## src/shared/imss_pkg.sv

```systemverilog
// Shared constants and types for the downstream port slot
package imss_pkg;
  localparam int ADDR_W = 32;
  localparam int DATA_W = 32;
  localparam int STRB_W = 4;
  localparam int LEN_W = 8;
  localparam int AX_W = 48;
  localparam int WP_W = 37;
  localparam int RP_W = 35;
  localparam int BP_W = 2;
  localparam int LVL_W = 10;
  localparam int CNT_W = 6;
  localparam int RSV_W = 14;
  localparam logic [2:0] SIZE_FULL = 3'h2;
  localparam int ISSUE_MIN = 1;
  localparam int ISSUE_MAX = 32;
  localparam int FIFO_NONE = 0;
  localparam int FIFO_SMALL = 32;
  localparam int FIFO_PACKET = 512;
  localparam int SYNC_K_MAX = 16;
  localparam logic [7:0] REG_CTRL = 8'h00;
  localparam logic [7:0] REG_ISSUE = 8'h04;
  localparam logic [7:0] REG_RATIO = 8'h08;
  localparam logic [7:0] REG_STATUS = 8'h0C;
  localparam logic [7:0] REG_FLAGS = 8'h10;
  localparam int CTRL_WR_EN = 0;
  localparam int CTRL_RD_EN = 1;
  localparam int CTRL_SECURE = 2;
  localparam int CTRL_NARROW_OK = 3;
  localparam int CTRL_PKT_WR = 4;
  localparam int CTRL_PKT_RD = 5;
  localparam int CTRL_INDEP_OVR = 6;
  localparam int CTRL_INDEP_VAL = 7;
  localparam logic [7:0] CTRL_RST = 8'h0B;
  localparam int ISSUE_RD_LSB = 8;
  localparam logic [5:0] LIMIT_RST = 6'h01;
  localparam logic [30:0] RATIO_RST = 31'h00000001;
  localparam int FLAG_SECURE = 0;
  localparam int FLAG_NARROW = 1;
  localparam logic [1:0] RESP_OKAY = 2'h0;
  localparam logic [1:0] RESP_SLVERR = 2'h2;
  typedef enum logic [3:0] {
    SLICE_BYPASS = 4'h0,
    SLICE_FULL = 4'h1,
    SLICE_LIGHT = 4'h7,
    SLICE_AUTO = 4'h8
  } imss_slice_e;
  function automatic int imss_slice_depth(imss_slice_e code);
    case (code)
      SLICE_FULL, SLICE_AUTO: return 2;
      SLICE_LIGHT: return 1;
      default: return 0;
    endcase
  endfunction
endpackage

```

## src/hdl/imss_slot.sv

```systemverilog
// Downstream port slot of the interconnect: gating, limits, FIFOs, slices
// How it works
// - Default to synchronous when the measured port clock period is k core clock cycles, k up to 16.
// - Clock-relation bit: 0 synchronous port clock, 1 independent, needing crossing.
// - Synchronous ports use a configured 31-bit frequency ratio to the core clock.
// - Write-support bit 1 enables AW, W, B channels; 0 makes port read-only.
// - Read-support bit 1 enables AR and R channels; 0 makes port write-only.
// - Outstanding data-active writes are capped at an issuing limit of 1 to 32.
// - Outstanding active reads are capped at an issuing limit of 1 to 32.
// - Secure-slave bit decides whether non-secure accesses (prot bit 1 set) may reach the port.
// - Without narrow tolerance, multi-beat bursts must use full data width size.
// - Optional write data FIFO after write routing: depth 0, 32 or 512.
// - Packet write mode holds write address until the whole burst is buffered.
// - Optional read data FIFO before read arbitration: depth 0, 32 or 512.
// - Packet read mode holds read address until the FIFO can take the burst.
// - Each channel gets a stage by code: 0 bypass, 1 full, 7 light, 8 auto.
//
// The AXI4-Lite slave port and the placing of the registers were chosen for this implementation.
`timescale 1ns/100ps
`default_nettype none
module imss_slot
  import imss_pkg::*;
#(
  parameter imss_pkg::imss_slice_e write_addr_slice_select = imss_pkg::SLICE_BYPASS,
  parameter imss_pkg::imss_slice_e w_data_slice_select = imss_pkg::SLICE_BYPASS,
  parameter imss_pkg::imss_slice_e b_resp_slice_select = imss_pkg::SLICE_BYPASS,
  parameter imss_pkg::imss_slice_e read_addr_slice_select = imss_pkg::SLICE_BYPASS,
  parameter imss_pkg::imss_slice_e r_data_slice_select = imss_pkg::SLICE_BYPASS,
  parameter int write_fifo_depth = imss_pkg::FIFO_NONE,
  parameter int read_fifo_depth = imss_pkg::FIFO_NONE
) (
  input wire logic aclk, // Core clock
  input wire logic aresetn, // Synchronous reset, active low
  input wire logic s_awvalid, // Register bus write address valid
  output logic s_awready, // Register bus write address ready
  input wire logic [7:0] s_awaddr, // Register byte address
  input wire logic s_wvalid, // Register write data valid
  output logic s_wready, // Register write data ready
  input wire logic [31:0] s_wdata, // Register write data
  input wire logic [3:0] s_wstrb, // Register byte enables
  output logic s_bvalid, // Register write response valid
  input wire logic s_bready, // Register write response ready
  output logic [1:0] s_bresp, // Register write response
  input wire logic s_arvalid, // Register read address valid
  output logic s_arready, // Register read address ready
  input wire logic [7:0] s_araddr, // Register read byte address
  output logic s_rvalid, // Register read data valid
  input wire logic s_rready, // Register read data ready
  output logic [31:0] s_rdata, // Register read data
  output logic [1:0] s_rresp, // Register read response
  input wire logic port_clk_in, // Downstream port clock, sampled
  output logic port_clock_is_independent, // Port clock needs crossing
  input wire logic c_awvalid, // Routed write address valid
  output logic c_awready, // Routed write address ready
  input wire logic [AX_W-1:0] c_aw, // Routed {addr,len,size,burst,prot}
  input wire logic c_wvalid, // Routed write data valid
  output logic c_wready, // Routed write data ready
  input wire logic [WP_W-1:0] c_w, // Routed {data,strb,last}
  output logic c_bvalid, // Routed write response valid
  input wire logic c_bready, // Routed write response ready
  output logic [BP_W-1:0] c_bresp, // Routed write response
  input wire logic c_arvalid, // Routed read address valid
  output logic c_arready, // Routed read address ready
  input wire logic [AX_W-1:0] c_ar, // Routed {addr,len,size,burst,prot}
  output logic c_rvalid, // Routed read data valid
  input wire logic c_rready, // Routed read data ready
  output logic [RP_W-1:0] c_r, // Routed {data,resp,last}
  output logic d_awvalid, // Downstream write address valid
  input wire logic d_awready, // Downstream write address ready
  output logic [AX_W-1:0] d_aw, // Downstream {addr,len,size,burst,prot}
  output logic d_wvalid, // Downstream write data valid
  input wire logic d_wready, // Downstream write data ready
  output logic [WP_W-1:0] d_w, // Downstream {data,strb,last}
  input wire logic d_bvalid, // Downstream write response valid
  output logic d_bready, // Downstream write response ready
  input wire logic [BP_W-1:0] d_bresp, // Downstream write response
  output logic d_arvalid, // Downstream read address valid
  input wire logic d_arready, // Downstream read address ready
  output logic [AX_W-1:0] d_ar, // Downstream {addr,len,size,burst,prot}
  input wire logic d_rvalid, // Downstream read data valid
  output logic d_rready, // Downstream read data ready
  input wire logic [RP_W-1:0] d_r // Downstream {data,resp,last}
);
  import imss_pkg::*;

  localparam int W_DEPTH = write_fifo_depth != 0 ? write_fifo_depth : imss_slice_depth(w_data_slice_select);
  localparam int R_DEPTH = read_fifo_depth != 0 ? read_fifo_depth : imss_slice_depth(r_data_slice_select);
  if ((write_fifo_depth != FIFO_NONE && write_fifo_depth != FIFO_SMALL && write_fifo_depth != FIFO_PACKET) ||
      (read_fifo_depth != FIFO_NONE && read_fifo_depth != FIFO_SMALL && read_fifo_depth != FIFO_PACKET)) begin : g_bad
    $error("imss_slot: FIFO depth must be 0, 32 or 512");
  end

  // Register bus slave
  logic aw_have_r, w_have_r, bvalid_r, rvalid_r;
  logic [7:0] waddr_r;
  logic [31:0] wdata_r, rdata_r;
  logic [3:0] wstrb_r;
  logic [1:0] bresp_r, rresp_r;
  logic [7:0] ctrl_r;
  logic [5:0] wlim_r, rlim_r;
  logic [30:0] ratio_r;
  logic [1:0] flags_r;
  logic [CNT_W-1:0] wr_cnt_r, rd_cnt_r;
  logic [LVL_W-1:0] wb_cnt_r;
  logic [RSV_W-1:0] rsv_r;
  logic [7:0] per_cnt_r, per_meas_r;
  logic p_s1_r, p_s2_r, p_s3_r, p_lvl_r, indep_r;

  assign s_awready = !aw_have_r && !bvalid_r;
  assign s_wready = !w_have_r && !bvalid_r;
  assign s_bvalid = bvalid_r;
  assign s_bresp = bresp_r;
  assign s_arready = !rvalid_r;
  assign s_rvalid = rvalid_r;
  assign s_rdata = rdata_r;
  assign s_rresp = rresp_r;

  wire wr_fire = aw_have_r && w_have_r && !bvalid_r;
  wire [31:0] bmask = {{8{wstrb_r[3]}}, {8{wstrb_r[2]}}, {8{wstrb_r[1]}}, {8{wstrb_r[0]}}};
  wire wr_ctrl = wr_fire && waddr_r == REG_CTRL;
  wire wr_issue = wr_fire && waddr_r == REG_ISSUE;
  wire wr_ratio = wr_fire && waddr_r == REG_RATIO;
  wire wr_flags = wr_fire && waddr_r == REG_FLAGS;
  wire wr_hit = wr_ctrl || wr_issue || wr_ratio || wr_flags || waddr_r == REG_STATUS;
  wire [31:0] issue_word = {18'h00000, rlim_r, 2'h0, wlim_r};
  wire [31:0] ctrl_new = ({24'h000000, ctrl_r} & ~bmask) | (wdata_r & bmask);
  wire [31:0] issue_new = (issue_word & ~bmask) | (wdata_r & bmask);
  wire [31:0] ratio_new = ({1'b0, ratio_r} & ~bmask) | (wdata_r & bmask);
  // Synchronous port: configured ratio agrees with the measured period, shown in STATUS bit 17
  wire ratio_match = !indep_r && ratio_r == {23'h000000, per_meas_r};
  wire [31:0] status_word = {4'h0, per_meas_r, 2'h0, ratio_match, indep_r, 2'h0, rd_cnt_r, 2'h0, wr_cnt_r};
  wire ar_take = s_arvalid && s_arready;
  wire rd_hit = s_araddr == REG_CTRL || s_araddr == REG_ISSUE || s_araddr == REG_RATIO ||
                s_araddr == REG_STATUS || s_araddr == REG_FLAGS;
  wire [31:0] rd_word = s_araddr == REG_CTRL ? {24'h000000, ctrl_r} :
                        s_araddr == REG_ISSUE ? issue_word :
                        s_araddr == REG_RATIO ? {1'b0, ratio_r} :
                        s_araddr == REG_STATUS ? status_word :
                        s_araddr == REG_FLAGS ? {30'h00000000, flags_r} : 32'h00000000;

  always_ff @(posedge aclk) begin
    if (!aresetn) begin
      aw_have_r <= 1'b0;
      w_have_r <= 1'b0;
      bvalid_r <= 1'b0;
      rvalid_r <= 1'b0;
      waddr_r <= 8'h00;
      wdata_r <= 32'h00000000;
      wstrb_r <= 4'h0;
      bresp_r <= RESP_OKAY;
      rdata_r <= 32'h00000000;
      rresp_r <= RESP_OKAY;
    end else begin
      if (s_awvalid && s_awready) begin
        aw_have_r <= 1'b1;
        waddr_r <= s_awaddr;
      end else if (wr_fire) aw_have_r <= 1'b0;
      if (s_wvalid && s_wready) begin
        w_have_r <= 1'b1;
        wdata_r <= s_wdata;
        wstrb_r <= s_wstrb;
      end else if (wr_fire) w_have_r <= 1'b0;
      if (wr_fire) begin
        bvalid_r <= 1'b1;
        bresp_r <= wr_hit ? RESP_OKAY : RESP_SLVERR;
      end else if (s_bready) bvalid_r <= 1'b0;
      if (ar_take) begin
        rvalid_r <= 1'b1;
        rdata_r <= rd_word;
        rresp_r <= rd_hit ? RESP_OKAY : RESP_SLVERR;
      end else if (s_rready) rvalid_r <= 1'b0;
    end
  end

  // Configuration registers
  wire [5:0] wlim = wlim_r == 6'h00 ? 6'(ISSUE_MIN) : (wlim_r > 6'(ISSUE_MAX) ? 6'(ISSUE_MAX) : wlim_r);
  wire [5:0] rlim = rlim_r == 6'h00 ? 6'(ISSUE_MIN) : (rlim_r > 6'(ISSUE_MAX) ? 6'(ISSUE_MAX) : rlim_r);
  wire write_en = ctrl_r[CTRL_WR_EN];
  wire read_en = ctrl_r[CTRL_RD_EN];
  wire secure = ctrl_r[CTRL_SECURE];
  wire narrow_ok = ctrl_r[CTRL_NARROW_OK];
  wire pkt_w_act = ctrl_r[CTRL_PKT_WR] && write_fifo_depth == FIFO_PACKET;
  wire pkt_r_act = ctrl_r[CTRL_PKT_RD] && read_fifo_depth == FIFO_PACKET;
  logic sec_refuse_seen, narrow_refuse_seen;
  wire [1:0] flags_set = {narrow_refuse_seen, sec_refuse_seen};
  wire [1:0] flags_clr = wr_flags ? (wdata_r[1:0] & bmask[1:0]) : 2'h0;

  always_ff @(posedge aclk) begin
    if (!aresetn) begin
      ctrl_r <= CTRL_RST;
      wlim_r <= LIMIT_RST;
      rlim_r <= LIMIT_RST;
      ratio_r <= RATIO_RST;
      flags_r <= 2'h0;
    end else begin
      if (wr_ctrl) ctrl_r <= ctrl_new[7:0];
      if (wr_issue) wlim_r <= issue_new[5:0];
      if (wr_issue) rlim_r <= issue_new[ISSUE_RD_LSB+5:ISSUE_RD_LSB];
      if (wr_ratio) ratio_r <= ratio_new[30:0];
      flags_r <= (flags_r & ~flags_clr) | flags_set;
    end
  end

  // Port clock sampling, period measure and clock relation
  wire p_agree = p_s2_r == p_s3_r;
  wire p_rise = p_agree && p_s3_r && !p_lvl_r;
  wire meas_sync = per_meas_r != 8'h00 && per_meas_r <= 8'(SYNC_K_MAX);
  wire indep_nxt = ctrl_r[CTRL_INDEP_OVR] ? ctrl_r[CTRL_INDEP_VAL] : !meas_sync;
  assign port_clock_is_independent = indep_r;
  always_ff @(posedge aclk) begin
    if (!aresetn) begin
      p_s1_r <= 1'b0;
      p_s2_r <= 1'b0;
      p_s3_r <= 1'b0;
      p_lvl_r <= 1'b0;
      per_cnt_r <= 8'h00;
      per_meas_r <= 8'h00;
      indep_r <= 1'b1;
    end else begin
      p_s1_r <= port_clk_in;
      p_s2_r <= p_s1_r;
      p_s3_r <= p_s2_r;
      if (p_agree) p_lvl_r <= p_s3_r;
      if (p_rise) per_cnt_r <= 8'h01;
      else if (per_cnt_r != 8'hFF) per_cnt_r <= per_cnt_r + 8'h01;
      if (p_rise) per_meas_r <= per_cnt_r;
      else if (per_cnt_r == 8'hFF) per_meas_r <= 8'hFF;
      indep_r <= indep_nxt;
    end
  end
  // Channel stages
  logic s_awv, s_awr, s_wv, s_wr, s_arv, s_arr, w_in_rdy;
  logic [AX_W-1:0] s_aw, s_ar;
  logic [LVL_W-1:0] r_level;
  imss_stage #(.W(AX_W), .DEPTH(imss_slice_depth(write_addr_slice_select)), .LW(LVL_W)) u_aw (
    .clk(aclk), .rst_n(aresetn), .in_valid(c_awvalid), .in_ready(c_awready), .in_data(c_aw),
    .out_valid(s_awv), .out_ready(s_awr), .out_data(s_aw), .level());
  imss_stage #(.W(WP_W), .DEPTH(W_DEPTH), .LW(LVL_W)) u_w (
    .clk(aclk), .rst_n(aresetn), .in_valid(c_wvalid && write_en), .in_ready(w_in_rdy), .in_data(c_w),
    .out_valid(s_wv), .out_ready(s_wr), .out_data(d_w), .level());
  imss_stage #(.W(BP_W), .DEPTH(imss_slice_depth(b_resp_slice_select)), .LW(LVL_W)) u_b (
    .clk(aclk), .rst_n(aresetn), .in_valid(d_bvalid), .in_ready(d_bready), .in_data(d_bresp),
    .out_valid(c_bvalid), .out_ready(c_bready), .out_data(c_bresp), .level());
  imss_stage #(.W(AX_W), .DEPTH(imss_slice_depth(read_addr_slice_select)), .LW(LVL_W)) u_ar (
    .clk(aclk), .rst_n(aresetn), .in_valid(c_arvalid), .in_ready(c_arready), .in_data(c_ar),
    .out_valid(s_arv), .out_ready(s_arr), .out_data(s_ar), .level());
  imss_stage #(.W(RP_W), .DEPTH(R_DEPTH), .LW(LVL_W)) u_r (
    .clk(aclk), .rst_n(aresetn), .in_valid(d_rvalid), .in_ready(d_rready), .in_data(d_r),
    .out_valid(c_rvalid), .out_ready(c_rready), .out_data(c_r), .level(r_level));
  assign c_wready = w_in_rdy && write_en;

  // Address gating: enables, limits, security, narrow bursts, packet modes
  wire aw_sec_bad = secure && s_aw[1];
  wire ar_sec_bad = secure && s_ar[1];
  wire aw_nar_bad = !narrow_ok && s_aw[15:8] != 8'h00 && s_aw[7:5] != SIZE_FULL;
  wire ar_nar_bad = !narrow_ok && s_ar[15:8] != 8'h00 && s_ar[7:5] != SIZE_FULL;
  wire [RSV_W-1:0] ar_need = {6'h00, s_ar[15:8]} + 14'h0001;
  wire ar_room = {4'h0, r_level} + rsv_r + ar_need <= RSV_W'(read_fifo_depth);
  wire aw_go = write_en && wr_cnt_r < wlim && !aw_sec_bad && !aw_nar_bad &&
               (!pkt_w_act || wb_cnt_r != '0);
  wire ar_go = read_en && rd_cnt_r < rlim && !ar_sec_bad && !ar_nar_bad &&
               (!pkt_r_act || ar_room);
  assign d_awvalid = s_awv && aw_go;
  assign s_awr = d_awready && aw_go;
  assign d_aw = s_aw;
  assign d_wvalid = s_wv && write_en;
  assign s_wr = d_wready && write_en;
  assign d_arvalid = s_arv && ar_go;
  assign s_arr = d_arready && ar_go;
  assign d_ar = s_ar;
  assign sec_refuse_seen = (s_awv && aw_sec_bad) || (s_arv && ar_sec_bad);
  assign narrow_refuse_seen = (s_awv && aw_nar_bad) || (s_arv && ar_nar_bad);

  wire aw_hs = d_awvalid && d_awready;
  wire ar_hs = d_arvalid && d_arready;
  wire b_hs = d_bvalid && d_bready;
  wire r_hs = d_rvalid && d_rready;
  wire rlast_hs = r_hs && d_r[0];
  wire wlast_in = c_wvalid && c_wready && c_w[0];
  always_ff @(posedge aclk) begin
    if (!aresetn) begin
      wr_cnt_r <= '0;
      rd_cnt_r <= '0;
      wb_cnt_r <= '0;
      rsv_r <= '0;
    end else begin
      wr_cnt_r <= wr_cnt_r + CNT_W'(aw_hs) - CNT_W'(b_hs);
      rd_cnt_r <= rd_cnt_r + CNT_W'(ar_hs) - CNT_W'(rlast_hs);
      wb_cnt_r <= wb_cnt_r + LVL_W'(wlast_in) - LVL_W'(aw_hs && wb_cnt_r != '0);
      rsv_r <= rsv_r + (ar_hs ? ar_need : '0) - RSV_W'(r_hs && rsv_r != '0);
    end
  end
endmodule
`default_nettype wire

```

## src/hdl/imss_stage.sv

```systemverilog
// Channel stage: bypass, register slice or data FIFO of parameter depth
`timescale 1ns/100ps
`default_nettype none
module imss_stage #(
  parameter int W = 8,
  parameter int DEPTH = 2,
  parameter int LW = 10
) (
  input wire logic clk, // Core clock
  input wire logic rst_n, // Synchronous reset, active low
  input wire logic in_valid, // Source valid
  output logic in_ready, // Source ready
  input wire logic [W-1:0] in_data, // Source payload
  output logic out_valid, // Sink valid
  input wire logic out_ready, // Sink ready
  output logic [W-1:0] out_data, // Sink payload
  output logic [LW-1:0] level // Entries held
);
  if (DEPTH < 0 || LW < $clog2(DEPTH + 1)) begin : g_bad
    $error("imss_stage: depth not servable");
  end
  if (DEPTH == 0) begin : g_bypass
    assign in_ready = out_ready;
    assign out_valid = in_valid;
    assign out_data = in_data;
    assign level = '0;
  end else begin : g_store
    localparam int PW = DEPTH > 1 ? $clog2(DEPTH) : 1;
    logic [W-1:0] mem_r [DEPTH];
    logic [PW-1:0] wp_r, rp_r;
    logic [LW-1:0] cnt_r;
    wire push = in_valid && in_ready;
    wire pop = out_valid && out_ready;
    assign in_ready = cnt_r != LW'(DEPTH);
    assign out_valid = cnt_r != '0;
    assign out_data = mem_r[rp_r];
    assign level = cnt_r;
    always_ff @(posedge clk) begin
      if (!rst_n) begin
        wp_r <= '0;
        rp_r <= '0;
        cnt_r <= '0;
      end else begin
        if (push) wp_r <= (wp_r == PW'(DEPTH - 1)) ? '0 : wp_r + 1'b1;
        if (pop) rp_r <= (rp_r == PW'(DEPTH - 1)) ? '0 : rp_r + 1'b1;
        cnt_r <= cnt_r + LW'(push) - LW'(pop);
      end
    end
    always_ff @(posedge clk) begin
      if (push) mem_r[wp_r] <= in_data;
    end

  end
endmodule
`default_nettype wire

```

## config.mk

```make
export PLATFORM = sky130hd
export DESIGN_NAME = imss_slot
export DESIGN_NICKNAME = d
export VERILOG_FILES = /design/src/shared/imss_pkg.sv /design/src/hdl/imss_slot.sv /design/src/hdl/imss_stage.sv
export SDC_FILE = /design/constraint.sdc
export NUM_CORES = 1
export LEC_CHECK = 0
export BUFFER_PORTS_ARGS = -buffer_cell sky130_fd_sc_hd__buf_4
export CORE_AREA = 2 2 180 182
export CTS_CLUSTER_DIAMETER = 120
export DETAILED_ROUTE_END_ITERATION = 16
export DIE_AREA = 0 0 182 184
export SYNTH_ARGS = -nofsm -noshare
export SYNTH_HDL_FRONTEND = slang
export SYNTH_SLANG_ARGS = --single-unit
export TNS_END_PERCENT = 20
```

## constraint.sdc

```tcl
create_clock -name aclk -period 3.7 [get_ports aclk]
set_clock_uncertainty 0.1 [all_clocks]
set_input_delay 0.925 -clock aclk [delete_from_list [all_inputs] [get_ports aclk]]
set_output_delay 0.925 -clock aclk [all_outputs]
set_load 0.03 [all_outputs]
```

# After elaboration in Yosys (flattened, before gate mapping)
# Cells that the tools add are included.
# totals
elab_cells	166
ramBits	0
inputBits	240
regBits	169
rom_bits	0
mem_count	0
latchBits	0
# classes
bitwise	13
n_addsub	5
n_mux	24
div_mod_pow	0
n_lt_le_gt_ge	5
n_mul	0
eq_ne	14
n_reduce_logical	80
shifts	0
# ops
operator	count
31-bit two-way mux	3
31-bit AND	2
1-bit logical AND	44
8-bit by 4-bit equality test with 1-bit output, second input constant	4
31-bit by 8-bit equality test with 1-bit output	1
31-bit NOT	1
31-bit OR	1
28-bit two-way mux	1
6-bit two-way mux	4
8-bit nonzero test	3
8-bit by 3-bit equality test with 1-bit output, second input constant	2
8-bit by 5-bit equality test with 1-bit output, second input constant	2
8-bit zero test	2
8-bit two-way mux	2
14-bit AND	1
14-bit OR	1
6-bit by 1-bit adder with 6-bit output	2
6-bit greater-than comparator, second input constant	2
1-bit zero test	12
6-bit zero test	2
6-bit less-than comparator	2
2-bit nonzero test	6
6-bit by 1-bit subtractor with 6-bit output	2
1-bit logical OR	10
15 further kinds	29

# Longest topological paths before layout
# depth
ltp_word	11
mapped_depth	15
depth_no_buf	15

# By module
# Synthesis repeated with hierarchy kept, for this count alone.
# hier_totals
hier_cells	1087
area_unflattened_um2	9570.4
# modules_own_cells
mod	area_per_inst_um2	seq_area_each_um2	n_inst	cells_each
imss_slot	7825.0	3323.2	1	852
imss_stage at u_ar ...	454.2	0.0	2	61
imss_stage at u_w	371.6	0.0	1	50
imss_stage at u_r	356.6	0.0	1	48
imss_stage at u_b	108.9	0.0	1	15

# Worst setup path after synthesis
# No wires, ideal clock.
# synth_timing
path_kind	input -> register
startpoint	input port c_aw[13]
endpoint	register wr_cnt_r[4]
required_ns	3.485
setup_slack_ns	0.082
cell_stages	12
setup_time_ns	0.115
arrival_ns	3.403
path_cell_list	nor4_1 -> a221oi_1 -> a211o_1 -> a2111o_1 -> ha_1 -> inv_1 -> ha_1 -> fa_1 -> a21o_1 -> a21oi_1 -> xnor2_1 -> and2_1
# synth_between
elab_chain_len	9
# synth_lines
item	line	source
start, declared	imss_slot.sv:55	input wire logic [AX_W-1:0] c_aw,
8-bit nonzero test	imss_slot.sv:255	wire aw_nar_bad = !narrow_ok && s_aw[15:8] != 8'h00 && s_aw[7:5] != SIZE_FULL;
1-bit logical AND (2 in a row)	imss_slot.sv:255	
1-bit zero test	imss_slot.sv:259	wire aw_go = write_en && wr_cnt_r < wlim && !aw_sec_bad && !aw_nar_bad &&
1-bit logical AND	imss_slot.sv:259	
1-bit logical AND	imss_slot.sv:263	assign d_awvalid = s_awv && aw_go;
1-bit logical AND	imss_slot.sv:274	wire aw_hs = d_awvalid && d_awready;
6-bit by 1-bit adder with 6-bit output	imss_slot.sv:287	wr_cnt_r <= wr_cnt_r + CNT_W'(aw_hs) - CNT_W'(b_hs);
6-bit by 1-bit subtractor with 6-bit output	imss_slot.sv:287	
end signal, assigned	imss_slot.sv:287	
end, declared	imss_slot.sv:103	logic [CNT_W-1:0] wr_cnt_r, rd_cnt_r;
# Every way passes these cells.
# A chain may end at the register's enable or synchronous reset.

# Final worst setup path
# layout_timing
startpoint	input port c_ar[13]
endpoint	output port c_arready
# layout_between
elab_chain_len	6
# layout_lines
item	line	source
start, declared	imss_slot.sv:64	input wire logic [AX_W-1:0] c_ar,
8-bit nonzero test	imss_slot.sv:256	wire ar_nar_bad = !narrow_ok && s_ar[15:8] != 8'h00 && s_ar[7:5] != SIZE_FULL;
1-bit logical AND (2 in a row)	imss_slot.sv:256	
1-bit zero test	imss_slot.sv:261	wire ar_go = read_en && rd_cnt_r < rlim && !ar_sec_bad && !ar_nar_bad &&
1-bit logical AND	imss_slot.sv:261	
1-bit logical AND	imss_slot.sv:269	assign s_arr = d_arready && ar_go;
end, declared	imss_slot.sv:63	output logic c_arready,
# Every way passes these cells.

==> metrics <==
vias in the first global route=6535; type of destination of the critical path=primary output; Rows=65; CP required=2.67 ns; cts hold-fix bufs=0; YS warnings=0; sequential share of the synthesized area=36.3%; setup bufs post-CTS=0; Setup TNS Final=0 ns; P_leak=3.88 nW; Multi-input gate area=4240 µm²; clock root buffer=clkbuf_16; FF-to-FF setup slack=0.22 ns; Int Pwr=0.00344 W; slew margin rel.=33.0%; share of cells above drive strength 1=25.5%; All-Layer GR Usage=15.2%; DRT antenna net count=0; RSZ-0062 raised after global routing=false; Via Count=6714; worst path cell trace=buf_4 -> nor4_2 -> buf_4 -> a221oi_2 -> a211o_1 -> buf_4 -> a211oi_1 -> buf_4 -> buf_4; ys flop type=dfxtp_1; Tightest Pin Transition=1.00 ns; Post-synth EDFFs=0; synthesized area per cell=9.07 µm²; Critical Path Fanout Max=2; most used cell, CP=buf_4; nets=1263; slowest stage delay, CP=0.31 ns; H-tree levels=4; CTS Buf Count=17; most frequent cells in the layout=190 x buf_4, 166 x dfxtp_1, 146 x nand2_1, 63 x a21boi_0, 56 x nor2b_1; Reg power frac=40.4%; Final Cycle Share=95.7%; worst skew pair latency=0.44 ns; IO Pins=462; Max Fclk=282 MHz; largest net degree at the start of global routing=56; Final Instance Area=10200 µm²; DR WL/cell=18.4 µm; Area growth syn-to-layout=11.3%; Max rail drop VDD=0.000323 V; area leader, netlist=dfxtp_1; first-pass GRT wire length=38700 µm; Setup CP Type=input pin to primary output; Hold Crit Class=flop to flop; post-layout minimum cycle time=3.54 ns; routed vias/inst=4.75; Final Hold Violating Endpoints=0; core area=31400 µm²; die height=184 µm; Fillers=3308; final worst slack=0.160 ns; initial antenna violation count=0; Die Width=182 µm; Power Density=485 nW/µm²; Yosys top cell area share=36.3%; Synth Cell Area=9150 µm²; Slew Viols, Final=0; Comb power frac=23.2%; Port Buffers=167; Post-synth ARST share=0%; Worst setup SP type=input pin; Max-cap violations=0; Remaining DRCs=0; Switching Fraction=30.3%; DP Worst Slack=-0.354 ns; Synth Instances=1009; TritonCTS clock tree=yes; Min Hold Slack=0.339 ns; drt total wl=26000 µm; main area contributors after synthesis=dfxtp_1 36%, buf_4 15%, mux2i_1 6.0%; outcome=complete, no violations; Synth cell types=58; Critical Path AT=2.52 ns; Placed Area=9570 µm²; clock slew at reported path FFs=0.07 ns; full die area=33500 µm²; #FFs+latches synth=166; post-DP HPWL=20200 µm; endpoints failing setup=0; Slowest cell on crit path=a211o_1; aggregate global routing overflow=0; routability cong.=0.811; Sink Count=166; initial core utilization=29.1%; router iterations before antenna repair=5; clock network fraction of total power=36.5%; Max Buffers Root-to-Sink=2; DR iter-0 viols=447; P_sw=0.00150 W; commonest non-fill, non-tap cell in the layout=buf_4; Seq. cell area=3320 µm²
-- worst max-delay path: cells and delay by family --
family                 cells  cell delay [ns]
AO/OA/AOI/OAI              3             0.62
AND/OR/NAND/NOR            1             0.26
buffers and inverters      5             0.71
-- power by group through the flow --
stage	combinational, W	sequential, W	clock (W)
6_report	0.00114	0.00199	0.00180
5_1_grt	0.00128	0.00200	0.00191
4_1_cts	0.00115	0.00199	0.00183
3_5_place_dp	0.00114	0.00203	0
3_3_place_gp	0.00111	0.00203	0
2_1_floorplan	0.00111	0.00199	0
-- final timing paths --
check             startpoint          end  cells past startpoint
setup reg to reg        flop  wr_cnt_r[4]                     15
hold reg to reg       p_s1_r       p_s2_r                      1
hold / removal        p_s1_r       p_s2_r                      1
setup / recovery    c_ar[13]    c_arready                      9
-- through the flow --
stage                     util (%)  cells  power (W)
after floorplan                  -   1011    0.00309
after global placement        30.5   1380    0.00314
after detailed placement      30.5   1380    0.00318
after CTS                     32.4   1411    0.00497
after global routing          32.4   1411    0.00519
final                         32.4   1412    0.00493
-- Yosys cell counts, drive strengths merged (3+ instances only) --
master and n:
xnor2 15, clkbuf 38, ha 24, nand3 18, nand2b 3, a21oi 10, o21ai 8, a21boi 63
dfxtp 166, and2 26, nor3b 3, buf 185, mux4 6, o221a 8, nand2 146, inv 25
nor3 4, mux2i 55, and4 4, nor2b 56, a31oi 6, a21o 10, nand3b 3, xor2 3
a22oi 22, nor4 23, o31ai 5, mux2 6, a211oi 6, or4bb 5, nor2 16, or4 5
nand4 6, a22o 3
-- metal layers --
| layer | vias to the layer above | global-route usage [%] | wire [µm] |
|---|---|---|---|
| li1 | 3262 | - | - |
| met3 | 65 | 4.24 | 1750 |
| met1 | 3149 | 17.0 | 10200 |
| met5 | - | 0 | 0 |
| met2 | 238 | 27.3 | 13300 |
| met4 | 0 | 5.90 | 721 |
-- cell families after synthesis --
family          after synthesis  synth area share (%)
compound gates              157                  12.9
xor+xnor                     18                  1.72
fa+ha+maj                    26                  3.72
buf+inv                     248                  17.6
flops                       166                  36.3
mux                          67                  8.23
other cells                   1                0.0410
simple gates                326                  19.5
-- cell type report --
| class | count | share of cell area (%) |
|---|---|---|
| diodes | 1 | 0.0246 |
| clock buffers | 17 | 4.18 |
| clock inverters | 14 | 1.62 |
| inverters | 25 | 0.921 |
| multi-input cells | 597 | 41.7 |
| flip-flops and latches | 166 | 32.6 |
| well taps | 402 | 4.94 |
| repair buffers | 190 | 14.0 |
-- timing repair --
action | 4_1_cts | 5_1_grt
resized for setup | 1 | 4
pin swaps | 0 | 0
endpoints found under the setup margin | 1 | 3
No activity file was read; power rests on OpenSTA's default activity.
